## src/common/mrhs_pkg.sv

```systemverilog
// shared constants and types for the reset and hibernate sequencer
package mrhs_pkg;
    localparam int unsigned CLK_HZ          = 40000000;
    localparam int unsigned CYC_PER_MS      = CLK_HZ / 1000;
    // times in milliseconds as specified
    localparam int unsigned RST_MIN_MS      = 5;
    localparam int unsigned RST_PULSE_MS    = 200;
    localparam int unsigned PWR_HOLD_MS     = 200;
    localparam int unsigned HIB_MIN_MS      = 10;
    localparam int unsigned WAKE_TYP_MS     = 50;
    localparam int unsigned WAKE_PATCH_MS   = 75;
    localparam int unsigned WAKE_CAL_MS     = 200;
    // image load: 0.06 ms per kilobyte, kept as microseconds
    localparam int unsigned LOAD_US_PER_KB  = 60;
    localparam int unsigned CYC_PER_US      = CLK_HZ / 1000000;
    localparam int unsigned CAL_TEMP_DELTA  = 20;
    localparam int unsigned CAL_AGE_HOURS   = 24;
    localparam int unsigned LPCLK_HZ        = 32768;
    // age is counted in low-power clock ticks, not seconds
    localparam int unsigned CAL_AGE_LPTICKS = CAL_AGE_HOURS * 3600 * LPCLK_HZ;
    localparam int unsigned CNT_W           = 32;
    localparam int unsigned KB_W            = 16;
    localparam int unsigned TEMP_W          = 8;

    typedef enum logic [2:0] {
        MRHS_DEV_OFF,
        MRHS_DEV_RESET,
        MRHS_DEV_WAKE,
        MRHS_DEV_LOAD,
        MRHS_DEV_RUN,
        MRHS_DEV_HIB
    } mrhs_dev_state_type;

    typedef enum logic [2:0] {
        MRHS_HST_POWERUP,
        MRHS_HST_RELEASE,
        MRHS_HST_WAIT_READY,
        MRHS_HST_IDLE,
        MRHS_HST_RESTART,
        MRHS_HST_HIB,
        MRHS_HST_PWR_HOLD,
        MRHS_HST_PWR_OFF
    } mrhs_hst_state_type;
endpackage

```

## src/common/mrhs_link_if.sv

```systemverilog
// control lines between host sequencer and module
`timescale 1ns/1ps
interface mrhs_link_if;
    logic module_reset_line_n;
    logic hibernate_control_line_n;
    logic module_ready;
    modport host (
        output module_reset_line_n,
        output hibernate_control_line_n,
        input  module_ready
    );
    modport device (
        input  module_reset_line_n,
        input  hibernate_control_line_n,
        output module_ready
    );
endinterface

```

## src/logic/mrhs_device.sv

```systemverilog
// module end: reset acceptance, hibernate, wake-up timing
// What this block and mrhs_host do
// RULE1: reset accepted only after 5 ms low
// RULE2: host holds reset low while supplies ramp
// RULE3: lines steady 200 ms before power removal
// RULE4: restart uses one low pulse, 200 ms
// RULE5: wake-up takes typically 50 ms
// RULE6: image load adds 0.06 ms per kilobyte
// RULE7: calibration stretches wake-up to 200 ms
// RULE8: calibrate on 20 degree shift or 24 h
// RULE9: patch fetch stretches wake-up to 75 ms
// RULE10: low-power clock stays running in hibernate
// RULE11: blackout loses all state, like reset
// RULE12: hibernate ignores brownout, blackout only
// RULE13: host prefers the longer 200 ms pulse
`timescale 1ns/1ps
module mrhs_device #(
    parameter int unsigned CYC_PER_MS = mrhs_pkg::CYC_PER_MS
) (
    input  wire logic                         ref_clk_i,
    input  wire logic                         reset_n_i,
    mrhs_link_if.device                       link,
    input  wire logic                         brownout_i,
    input  wire logic                         blackout_i,
    input  wire logic                         patch_needed_i,
    input  wire logic [mrhs_pkg::KB_W-1:0]    image_kb_i,
    input  wire logic [mrhs_pkg::TEMP_W-1:0]  temperature_i,
    input  wire logic                         lp_tick_i,
    output logic                              operational_o,
    output logic                              hibernating_o,
    output logic                              lp_clk_en_o,
    output logic                              calibrating_o,
    output logic                              brownout_off_o
);
    // link pins and supply monitors come from outside: two flops each
    logic [1:0] rst_sync;
    logic [1:0] hib_sync;
    logic [1:0] bo_sync;
    logic [1:0] blk_sync;
    logic [1:0] tick_sync;
    logic       tick_last;

    always_ff @(posedge ref_clk_i or negedge reset_n_i) begin
        if (!reset_n_i) begin
            rst_sync  <= 2'h0;
            hib_sync  <= 2'h0;
            bo_sync   <= 2'h0;
            blk_sync  <= 2'h0;
            tick_sync <= 2'h0;
            tick_last <= 1'b0;
        end else begin
            rst_sync  <= {rst_sync[0], link.module_reset_line_n};
            hib_sync  <= {hib_sync[0], link.hibernate_control_line_n};
            bo_sync   <= {bo_sync[0], brownout_i};
            blk_sync  <= {blk_sync[0], blackout_i};
            tick_sync <= {tick_sync[0], lp_tick_i};
            tick_last <= tick_sync[1];
        end
    end

    wire rst_low   = !rst_sync[1];
    wire hib_req   = !hib_sync[1];
    wire blackout  = blk_sync[1];
    wire lp_tick   = tick_sync[1] && !tick_last;

    localparam logic [mrhs_pkg::CNT_W-1:0] RST_MIN_CYC =
        mrhs_pkg::CNT_W'(mrhs_pkg::RST_MIN_MS * CYC_PER_MS);
    localparam logic [mrhs_pkg::CNT_W-1:0] WAKE_TYP_CYC =
        mrhs_pkg::CNT_W'(mrhs_pkg::WAKE_TYP_MS * CYC_PER_MS);
    localparam logic [mrhs_pkg::CNT_W-1:0] WAKE_PATCH_CYC =
        mrhs_pkg::CNT_W'(mrhs_pkg::WAKE_PATCH_MS * CYC_PER_MS);
    localparam logic [mrhs_pkg::CNT_W-1:0] WAKE_CAL_CYC =
        mrhs_pkg::CNT_W'(mrhs_pkg::WAKE_CAL_MS * CYC_PER_MS);
    // load rate follows the millisecond base so a scaled base stays exact
    localparam logic [mrhs_pkg::CNT_W-1:0] LOAD_CYC_PER_KB =
        mrhs_pkg::CNT_W'(mrhs_pkg::LOAD_US_PER_KB * CYC_PER_MS /
        (mrhs_pkg::CYC_PER_MS / mrhs_pkg::CYC_PER_US));
    localparam logic [mrhs_pkg::CNT_W-1:0] CAL_AGE =
        mrhs_pkg::CNT_W'(mrhs_pkg::CAL_AGE_LPTICKS);
    localparam logic [mrhs_pkg::TEMP_W-1:0] CAL_DELTA =
        mrhs_pkg::TEMP_W'(mrhs_pkg::CAL_TEMP_DELTA);

    mrhs_pkg::mrhs_dev_state_type state;
    mrhs_pkg::mrhs_dev_state_type next_state;
    logic [mrhs_pkg::CNT_W-1:0]   rst_cnt;
    logic [mrhs_pkg::CNT_W-1:0]   cnt;
    logic [mrhs_pkg::CNT_W-1:0]   next_cnt;
    logic [mrhs_pkg::CNT_W-1:0]   cal_age;
    logic [mrhs_pkg::TEMP_W-1:0]  cal_temp;
    logic                         cal_valid;
    logic                         cal_run;

    // reset counts only while the line is low; short glitches are ignored
    wire reset_taken = rst_low && (rst_cnt >= RST_MIN_CYC - 1); // RULE1
    // blackout wipes everything in any state, hibernate included
    wire wipe        = blackout || reset_taken; // RULE11
    // brownout drops ready and flags brownout_off_o, keeping the state, except in hibernate
    wire brown_act   = bo_sync[1] &&
                       (state != mrhs_pkg::MRHS_DEV_HIB); // RULE12

    wire [mrhs_pkg::TEMP_W-1:0] t_diff = (temperature_i > cal_temp) ?
        temperature_i - cal_temp : cal_temp - temperature_i;
    wire need_cal = !cal_valid || (t_diff > CAL_DELTA) ||
                    (cal_age > CAL_AGE); // RULE8

    wire [mrhs_pkg::CNT_W-1:0] wake_len =
        need_cal ? WAKE_CAL_CYC :                     // RULE7
        patch_needed_i ? WAKE_PATCH_CYC :             // RULE9
        WAKE_TYP_CYC;                                 // RULE5
    wire [mrhs_pkg::CNT_W-1:0] load_len = mrhs_pkg::CNT_W'(
        {{(mrhs_pkg::CNT_W-mrhs_pkg::KB_W){1'b0}}, image_kb_i} *
        LOAD_CYC_PER_KB); // RULE6

    always_comb begin
        next_state = state;
        next_cnt   = (cnt != '0) ? cnt - 1'b1 : cnt;
        unique case (state)
            mrhs_pkg::MRHS_DEV_OFF,
            mrhs_pkg::MRHS_DEV_RESET: begin
                if (!rst_low && !blackout) begin
                    next_state = mrhs_pkg::MRHS_DEV_WAKE;
                    next_cnt   = wake_len;
                end
            end
            mrhs_pkg::MRHS_DEV_WAKE: begin
                if (cnt == 1) begin
                    next_state = mrhs_pkg::MRHS_DEV_LOAD;
                    next_cnt   = load_len;
                end
            end
            mrhs_pkg::MRHS_DEV_LOAD: begin
                if (cnt <= 1) begin
                    next_state = mrhs_pkg::MRHS_DEV_RUN;
                end
            end
            mrhs_pkg::MRHS_DEV_RUN: begin
                if (hib_req) begin
                    next_state = mrhs_pkg::MRHS_DEV_HIB;
                end
            end
            mrhs_pkg::MRHS_DEV_HIB: begin
                if (!hib_req) begin
                    next_state = mrhs_pkg::MRHS_DEV_WAKE;
                    next_cnt   = wake_len;
                end
            end
        endcase
        if (wipe) begin
            next_state = mrhs_pkg::MRHS_DEV_RESET;
            next_cnt   = '0;
        end
    end

    always_ff @(posedge ref_clk_i or negedge reset_n_i) begin
        if (!reset_n_i) begin
            rst_cnt <= '0;
        end else if (rst_low) begin
            rst_cnt <= (rst_cnt != '1) ? rst_cnt + 1'b1 : rst_cnt; // RULE1
        end else begin
            rst_cnt <= '0;
        end
    end

    always_ff @(posedge ref_clk_i or negedge reset_n_i) begin
        if (!reset_n_i) begin
            state <= mrhs_pkg::MRHS_DEV_OFF;
            cnt   <= '0;
        end else begin
            state <= next_state;
            cnt   <= next_cnt;
        end
    end

    wire wake_start = (next_state == mrhs_pkg::MRHS_DEV_WAKE) &&
                      (state != mrhs_pkg::MRHS_DEV_WAKE);

    // calibration memory survives hibernate but not a wipe
    always_ff @(posedge ref_clk_i or negedge reset_n_i) begin
        if (!reset_n_i) begin
            cal_valid <= 1'b0;
            cal_temp  <= '0;
            cal_age   <= '0;
            cal_run   <= 1'b0;
        end else if (wipe) begin
            cal_valid <= 1'b0; // RULE11
            cal_age   <= '0;
            cal_run   <= 1'b0;
        end else if (wake_start && need_cal) begin
            cal_valid <= 1'b1;
            cal_temp  <= temperature_i;
            cal_age   <= '0;
            cal_run   <= 1'b1;
        end else begin
            if (state != mrhs_pkg::MRHS_DEV_WAKE) begin
                cal_run <= 1'b0;
            end
            if (lp_tick && (cal_age != '1)) begin
                cal_age <= cal_age + 1'b1;
            end
        end
    end

    assign link.module_ready = (state == mrhs_pkg::MRHS_DEV_RUN) &&
                               !brown_act;
    assign operational_o     = link.module_ready;
    assign hibernating_o     = (state == mrhs_pkg::MRHS_DEV_HIB);
    // the low-power clock only stops when all state is lost
    assign lp_clk_en_o       = (state != mrhs_pkg::MRHS_DEV_OFF) &&
                               !blackout; // RULE10
    assign calibrating_o     = cal_run;
    assign brownout_off_o    = brown_act; // RULE12
endmodule

```

## src/flat_wrapper.sv

```systemverilog
// flat-port wrapper written by rule: the top's interface ports become plain ports
module mrhs_device_flat 
#(
    parameter int unsigned CYC_PER_MS = mrhs_pkg::CYC_PER_MS
)
  (ref_clk_i, reset_n_i, brownout_i, blackout_i, patch_needed_i, image_kb_i, temperature_i, lp_tick_i, operational_o, hibernating_o, lp_clk_en_o, calibrating_o, brownout_off_o, link_module_reset_line_n, link_hibernate_control_line_n, link_module_ready);
  mrhs_link_if link_i ();
  input  wire logic ref_clk_i;
  input  wire logic reset_n_i;
  input  wire logic brownout_i;
  input  wire logic blackout_i;
  input  wire logic patch_needed_i;
  input  wire logic [mrhs_pkg::KB_W-1:0] image_kb_i;
  input  wire logic [mrhs_pkg::TEMP_W-1:0] temperature_i;
  input  wire logic lp_tick_i;
  output logic operational_o;
  output logic hibernating_o;
  output logic lp_clk_en_o;
  output logic calibrating_o;
  output logic brownout_off_o;
  input wire logic [$bits(link_i.module_reset_line_n)-1:0] link_module_reset_line_n;
  input wire logic [$bits(link_i.hibernate_control_line_n)-1:0] link_hibernate_control_line_n;
  output wire logic [$bits(link_i.module_ready)-1:0] link_module_ready;
  assign link_i.module_reset_line_n = link_module_reset_line_n;
  assign link_i.hibernate_control_line_n = link_hibernate_control_line_n;
  assign link_module_ready = link_i.module_ready;
  mrhs_device #(.CYC_PER_MS(CYC_PER_MS)) u_core (.ref_clk_i(ref_clk_i), .reset_n_i(reset_n_i), .link(link_i), .brownout_i(brownout_i), .blackout_i(blackout_i), .patch_needed_i(patch_needed_i), .image_kb_i(image_kb_i), .temperature_i(temperature_i), .lp_tick_i(lp_tick_i), .operational_o(operational_o), .hibernating_o(hibernating_o), .lp_clk_en_o(lp_clk_en_o), .calibrating_o(calibrating_o), .brownout_off_o(brownout_off_o));
endmodule
```

## config.mk

```make
export PLATFORM = sky130hd
export DESIGN_NAME = mrhs_device_flat
export DESIGN_NICKNAME = d
export VERILOG_FILES = /design/src/common/mrhs_pkg.sv /design/src/common/mrhs_link_if.sv /design/src/logic/mrhs_device.sv /design/src/flat_wrapper.sv
export SDC_FILE = /design/constraint.sdc
export NUM_CORES = 1
export LEC_CHECK = 0
export ABC_AREA = 0
export BUFFER_PORTS_ARGS = -buffer_cell sky130_fd_sc_hd__buf_2
export CAP_MARGIN = 40
export CORE_MARGIN = 3
export CORE_UTILIZATION = 63
export CTS_BUF_LIST = sky130_fd_sc_hd__clkbuf_16
export CTS_CLUSTER_SIZE = 30
export DETAILED_ROUTE_END_ITERATION = 12
export PLACE_DENSITY = 0.81
export RECOVER_POWER = 100
export SYNTH_ARGS = -nofsm -noshare
export SYNTH_HDL_FRONTEND = slang
export SYNTH_SLANG_ARGS = --single-unit
export TNS_END_PERCENT = 20
```

## constraint.sdc

```tcl
create_clock -name ref_clk_i -period 5 [get_ports ref_clk_i]
set_clock_uncertainty 0.1 [all_clocks]
set_input_delay 0.5 -clock ref_clk_i [delete_from_list [all_inputs] [get_ports ref_clk_i]]
set_output_delay 0.5 -clock ref_clk_i [all_outputs]
set_load 0.01 [all_outputs]
```

==> out/qor.csv <==
metric,value,unit
synth.top_cells.by_area,"dfrtp_1 33%, ha_1 11%, fa_1 5.5%",
layout.cell_area.non_filler,10000,µm²
layout-area-overhead-vs-synth,10.1,%
worst_path_max_delay_cell,nor4_1,
grt_start_max_net_pins,54,
hpwlAfterDp,14.7,mm
worstMarginPinSlew,2280,ps
critPathLaunchType,register,
maxClockFrequency,221,MHz
min_period,4530,ps
ctsLongestPathBuffers,2,
flip_flop_and_latch_area,3000,µm²
synth_area_per_cell,8.97,µm²
cts_made_buffers,17,
max_slew_margin,-52.3,%
synth_area,9090,µm²
detailroute.via_count,7475,
cts-resized-gates,0,
reg2reg_setup_slack,470,ps
run_status,"finished, violations left",
post_synth_most_frequent_cells,"131 x nor2_1, 120 x dfrtp_1, 89 x inv_1",
grt_remaining_overflow,0,
drive_above_1_share,7.49,%
crit_fanout,14,
worst_ir_drop_vdd,0.000377,V
drt_pre_antenna_iters,5,
dieArea,15900,µm²
die-height,126,µm
fin_nets,1193,
grt_antenna_before_repair,0,
netlist-cell-type-count,66,
numPortBuffers,37,
die_x,126,µm
cp_slowest_stage_delay,910,ps
synth_flop_cell,dfrtp_1,
final_max_slew_viol_count,70,
grt_util_all_layers,26.0,%
placement_rows,43,
dp.cells,1215,
clock_latency,420,ps
ys.warnings.count,0,
cts.sink_count,120,
cts_post_setup_buffers_inserted,0,
route.detailed.drc,0,
ctsRootBufferMaster,clkbuf_16,
fin_setup_tns,0,ps
synth_edf_count,0,
cts_tree,built,
num_antenna_cells,0,
finalCoreUtilization,71.6,%
critPathArrivalTime,4780,ps
initial_utilization,65.0,%
synthMostInstantiatedCell,nor2_1,
core-area,14000,µm²
avgViaCountPerCell,5.99,
yosys.area.top_type_share,33.0,%
synthCells,1014,
timing.critical_path.required,5260,ps
finalNonFillerCells,1248,
antenna_left,0,
dpl_cell_area,9460,µm²
postSynth.asyncResetShare,100,%
drt_wl_total,20.0,mm
finalWeightedCongestion,0.993,
post_route_clock_period_utilization,90.6,%
critPathKind,register to register,
ys_ff_latch,120,
cellPowerDensity,439,nW/µm²
drv_cap,2,
worstSetupEndpointType,register,
synth.net_count,1152,
cts-htree-levels,4,
avgRoutedWirePerCell,16.1,µm
total_power,4.40,mW
multiInputGateArea,5570,µm²
num-fill-cells,1099,
synth_sequential_area_ratio,33.0,%
first_global_vias,7256,
cts.clk_slew.worst_paths,60,ps
grt_pass1_wl,34.3,mm
leakagePower,4.72,nW
synth_top_area_cell,dfrtp_1,
hp-class,primary input to register,
drt_iter0_drc,631,
failed_checks,"max-capacitance violations, max-slew violations",
top_level_ports,38,
grt_setup_unrepaired,false,
number_of_hold_violations_in_the_final_report,0,
setup_viol,0,
cp_cell_sequence,"or4_1, or2_2, nor4_1, and3_1, and2_0, nand2_1, a2111oi_0, or3_1",
==> sequential cells by signal (all words and copies together) (netlist names), 3 cells and up <==
name / cells
u_core.state: 3
u_core.cal_age: 32
u_core.cnt: 32
u_core.rst_cnt: 32
u_core.cal_temp: 8
==> metal layers <==
metal	wire (µm)	global-route usage, %
met5	0	0
met1	8840	35.4
met3	983	4.33
met2	9900	43.4
met4	323	6.88
==> cell type report <==
cell class	instances	area share, %
clock inverters	15	1.75
multi-input cells	777	55.7
repair buffers	50	2.76
well taps	180	2.25
flip-flops and latches	120	30.0
clock buffers	17	4.25
inverters	89	3.34
==> worst paths after layout <==
check,start,depth (start not counted),end
max,u_core.cnt[18]$_DFF_PN0_,8,u_core.cnt[25]$_DFF_PN0_
min,lp_tick_i,1,u_core.tick_sync[0]$_DFF_PN0_
max reg2reg,u_core.cnt[18]$_DFF_PN0_,8,u_core.cnt[25]$_DFF_PN0_
min reg2reg,u_core.rst_sync[0]$_DFF_PN0_,0,u_core.rst_sync[1]$_DFF_PN0_
max in group asynchronous,reset_n_i,3,u_core.cnt[25]$_DFF_PN0_
min in group asynchronous,reset_n_i,2,u_core.cal_temp[0]$_DFFE_PN0P_
==> where the power goes <==
part	switching, mW	internal, mW	leakage [nW]
Clock	0.460	0.783	0.291
Combinational	1.13	0.797	2.82
Sequential	0.130	1.09	1.61
Total	1.72	2.67	4.72
==> repair_timing <==
action	in CTS	in global routing
endpoints found under the hold margin	26	0
endpoints found under the setup margin	0	0
hold buffers	1	0
==> placed cells by master (no fill, tap or decap), drive strengths merged, types with 4 or more instances in the layout <==
| master | count |
|---|---|
| nand3 | 44 |
| and3 | 11 |
| nor2 | 131 |
| o21a | 5 |
| o22ai | 9 |
| nand2 | 60 |
| xnor2 | 54 |
| a221oi | 9 |
| and4 | 8 |
| inv | 92 |
| ha | 81 |
| a2111oi | 4 |
| a21o | 17 |
| clkinv | 8 |
| a211oi | 8 |
| a21oi | 43 |
| nor4 | 20 |
| nand4 | 15 |
| fa | 25 |
| o21ai | 42 |
| nand3b | 4 |
| or2 | 10 |
| dfrtp | 120 |
| nor2b | 13 |
| nor3 | 18 |
| xor2 | 52 |
| a31oi | 6 |
| mux2i | 9 |
| buf | 35 |
| nand2b | 10 |
| and2 | 9 |
| clkbuf | 31 |
| or3 | 15 |
| or4 | 7 |
| a22oi | 5 |
==> stage by stage <==
| stage | hold slack [ps] | setup slack [ps] |
|---|---|---|
| floorplan | 104 | 559 |
| global placement | 233 | 325 |
| detailed placement | 237 | 213 |
| CTS | 72.6 | 671 |
| global route | 70.8 | 331 |
| finish | 80.3 | 472 |
==> kinds of logic (layout without fill, tap and decap cells) <==
group,after synthesis,after routing,share of synthesized area [%]
xor+xnor,106,106,10.2
buf+inv,117,171,5.31
fa+ha+maj,106,106,16.7
flops,120,120,33.0
simple gates,380,380,20.6
compound gates,174,174,12.9
mux,11,11,1.24
==> worst max-delay path, delay by kind of cell (launching register included) <==
family | cells | cell delay [ps]
AND/OR/NAND/NOR | 7 | 3480
AO/OA/AOI/OAI | 1 | 460
flip-flops | 1 | 420
(Power assumes the default switching activity.)
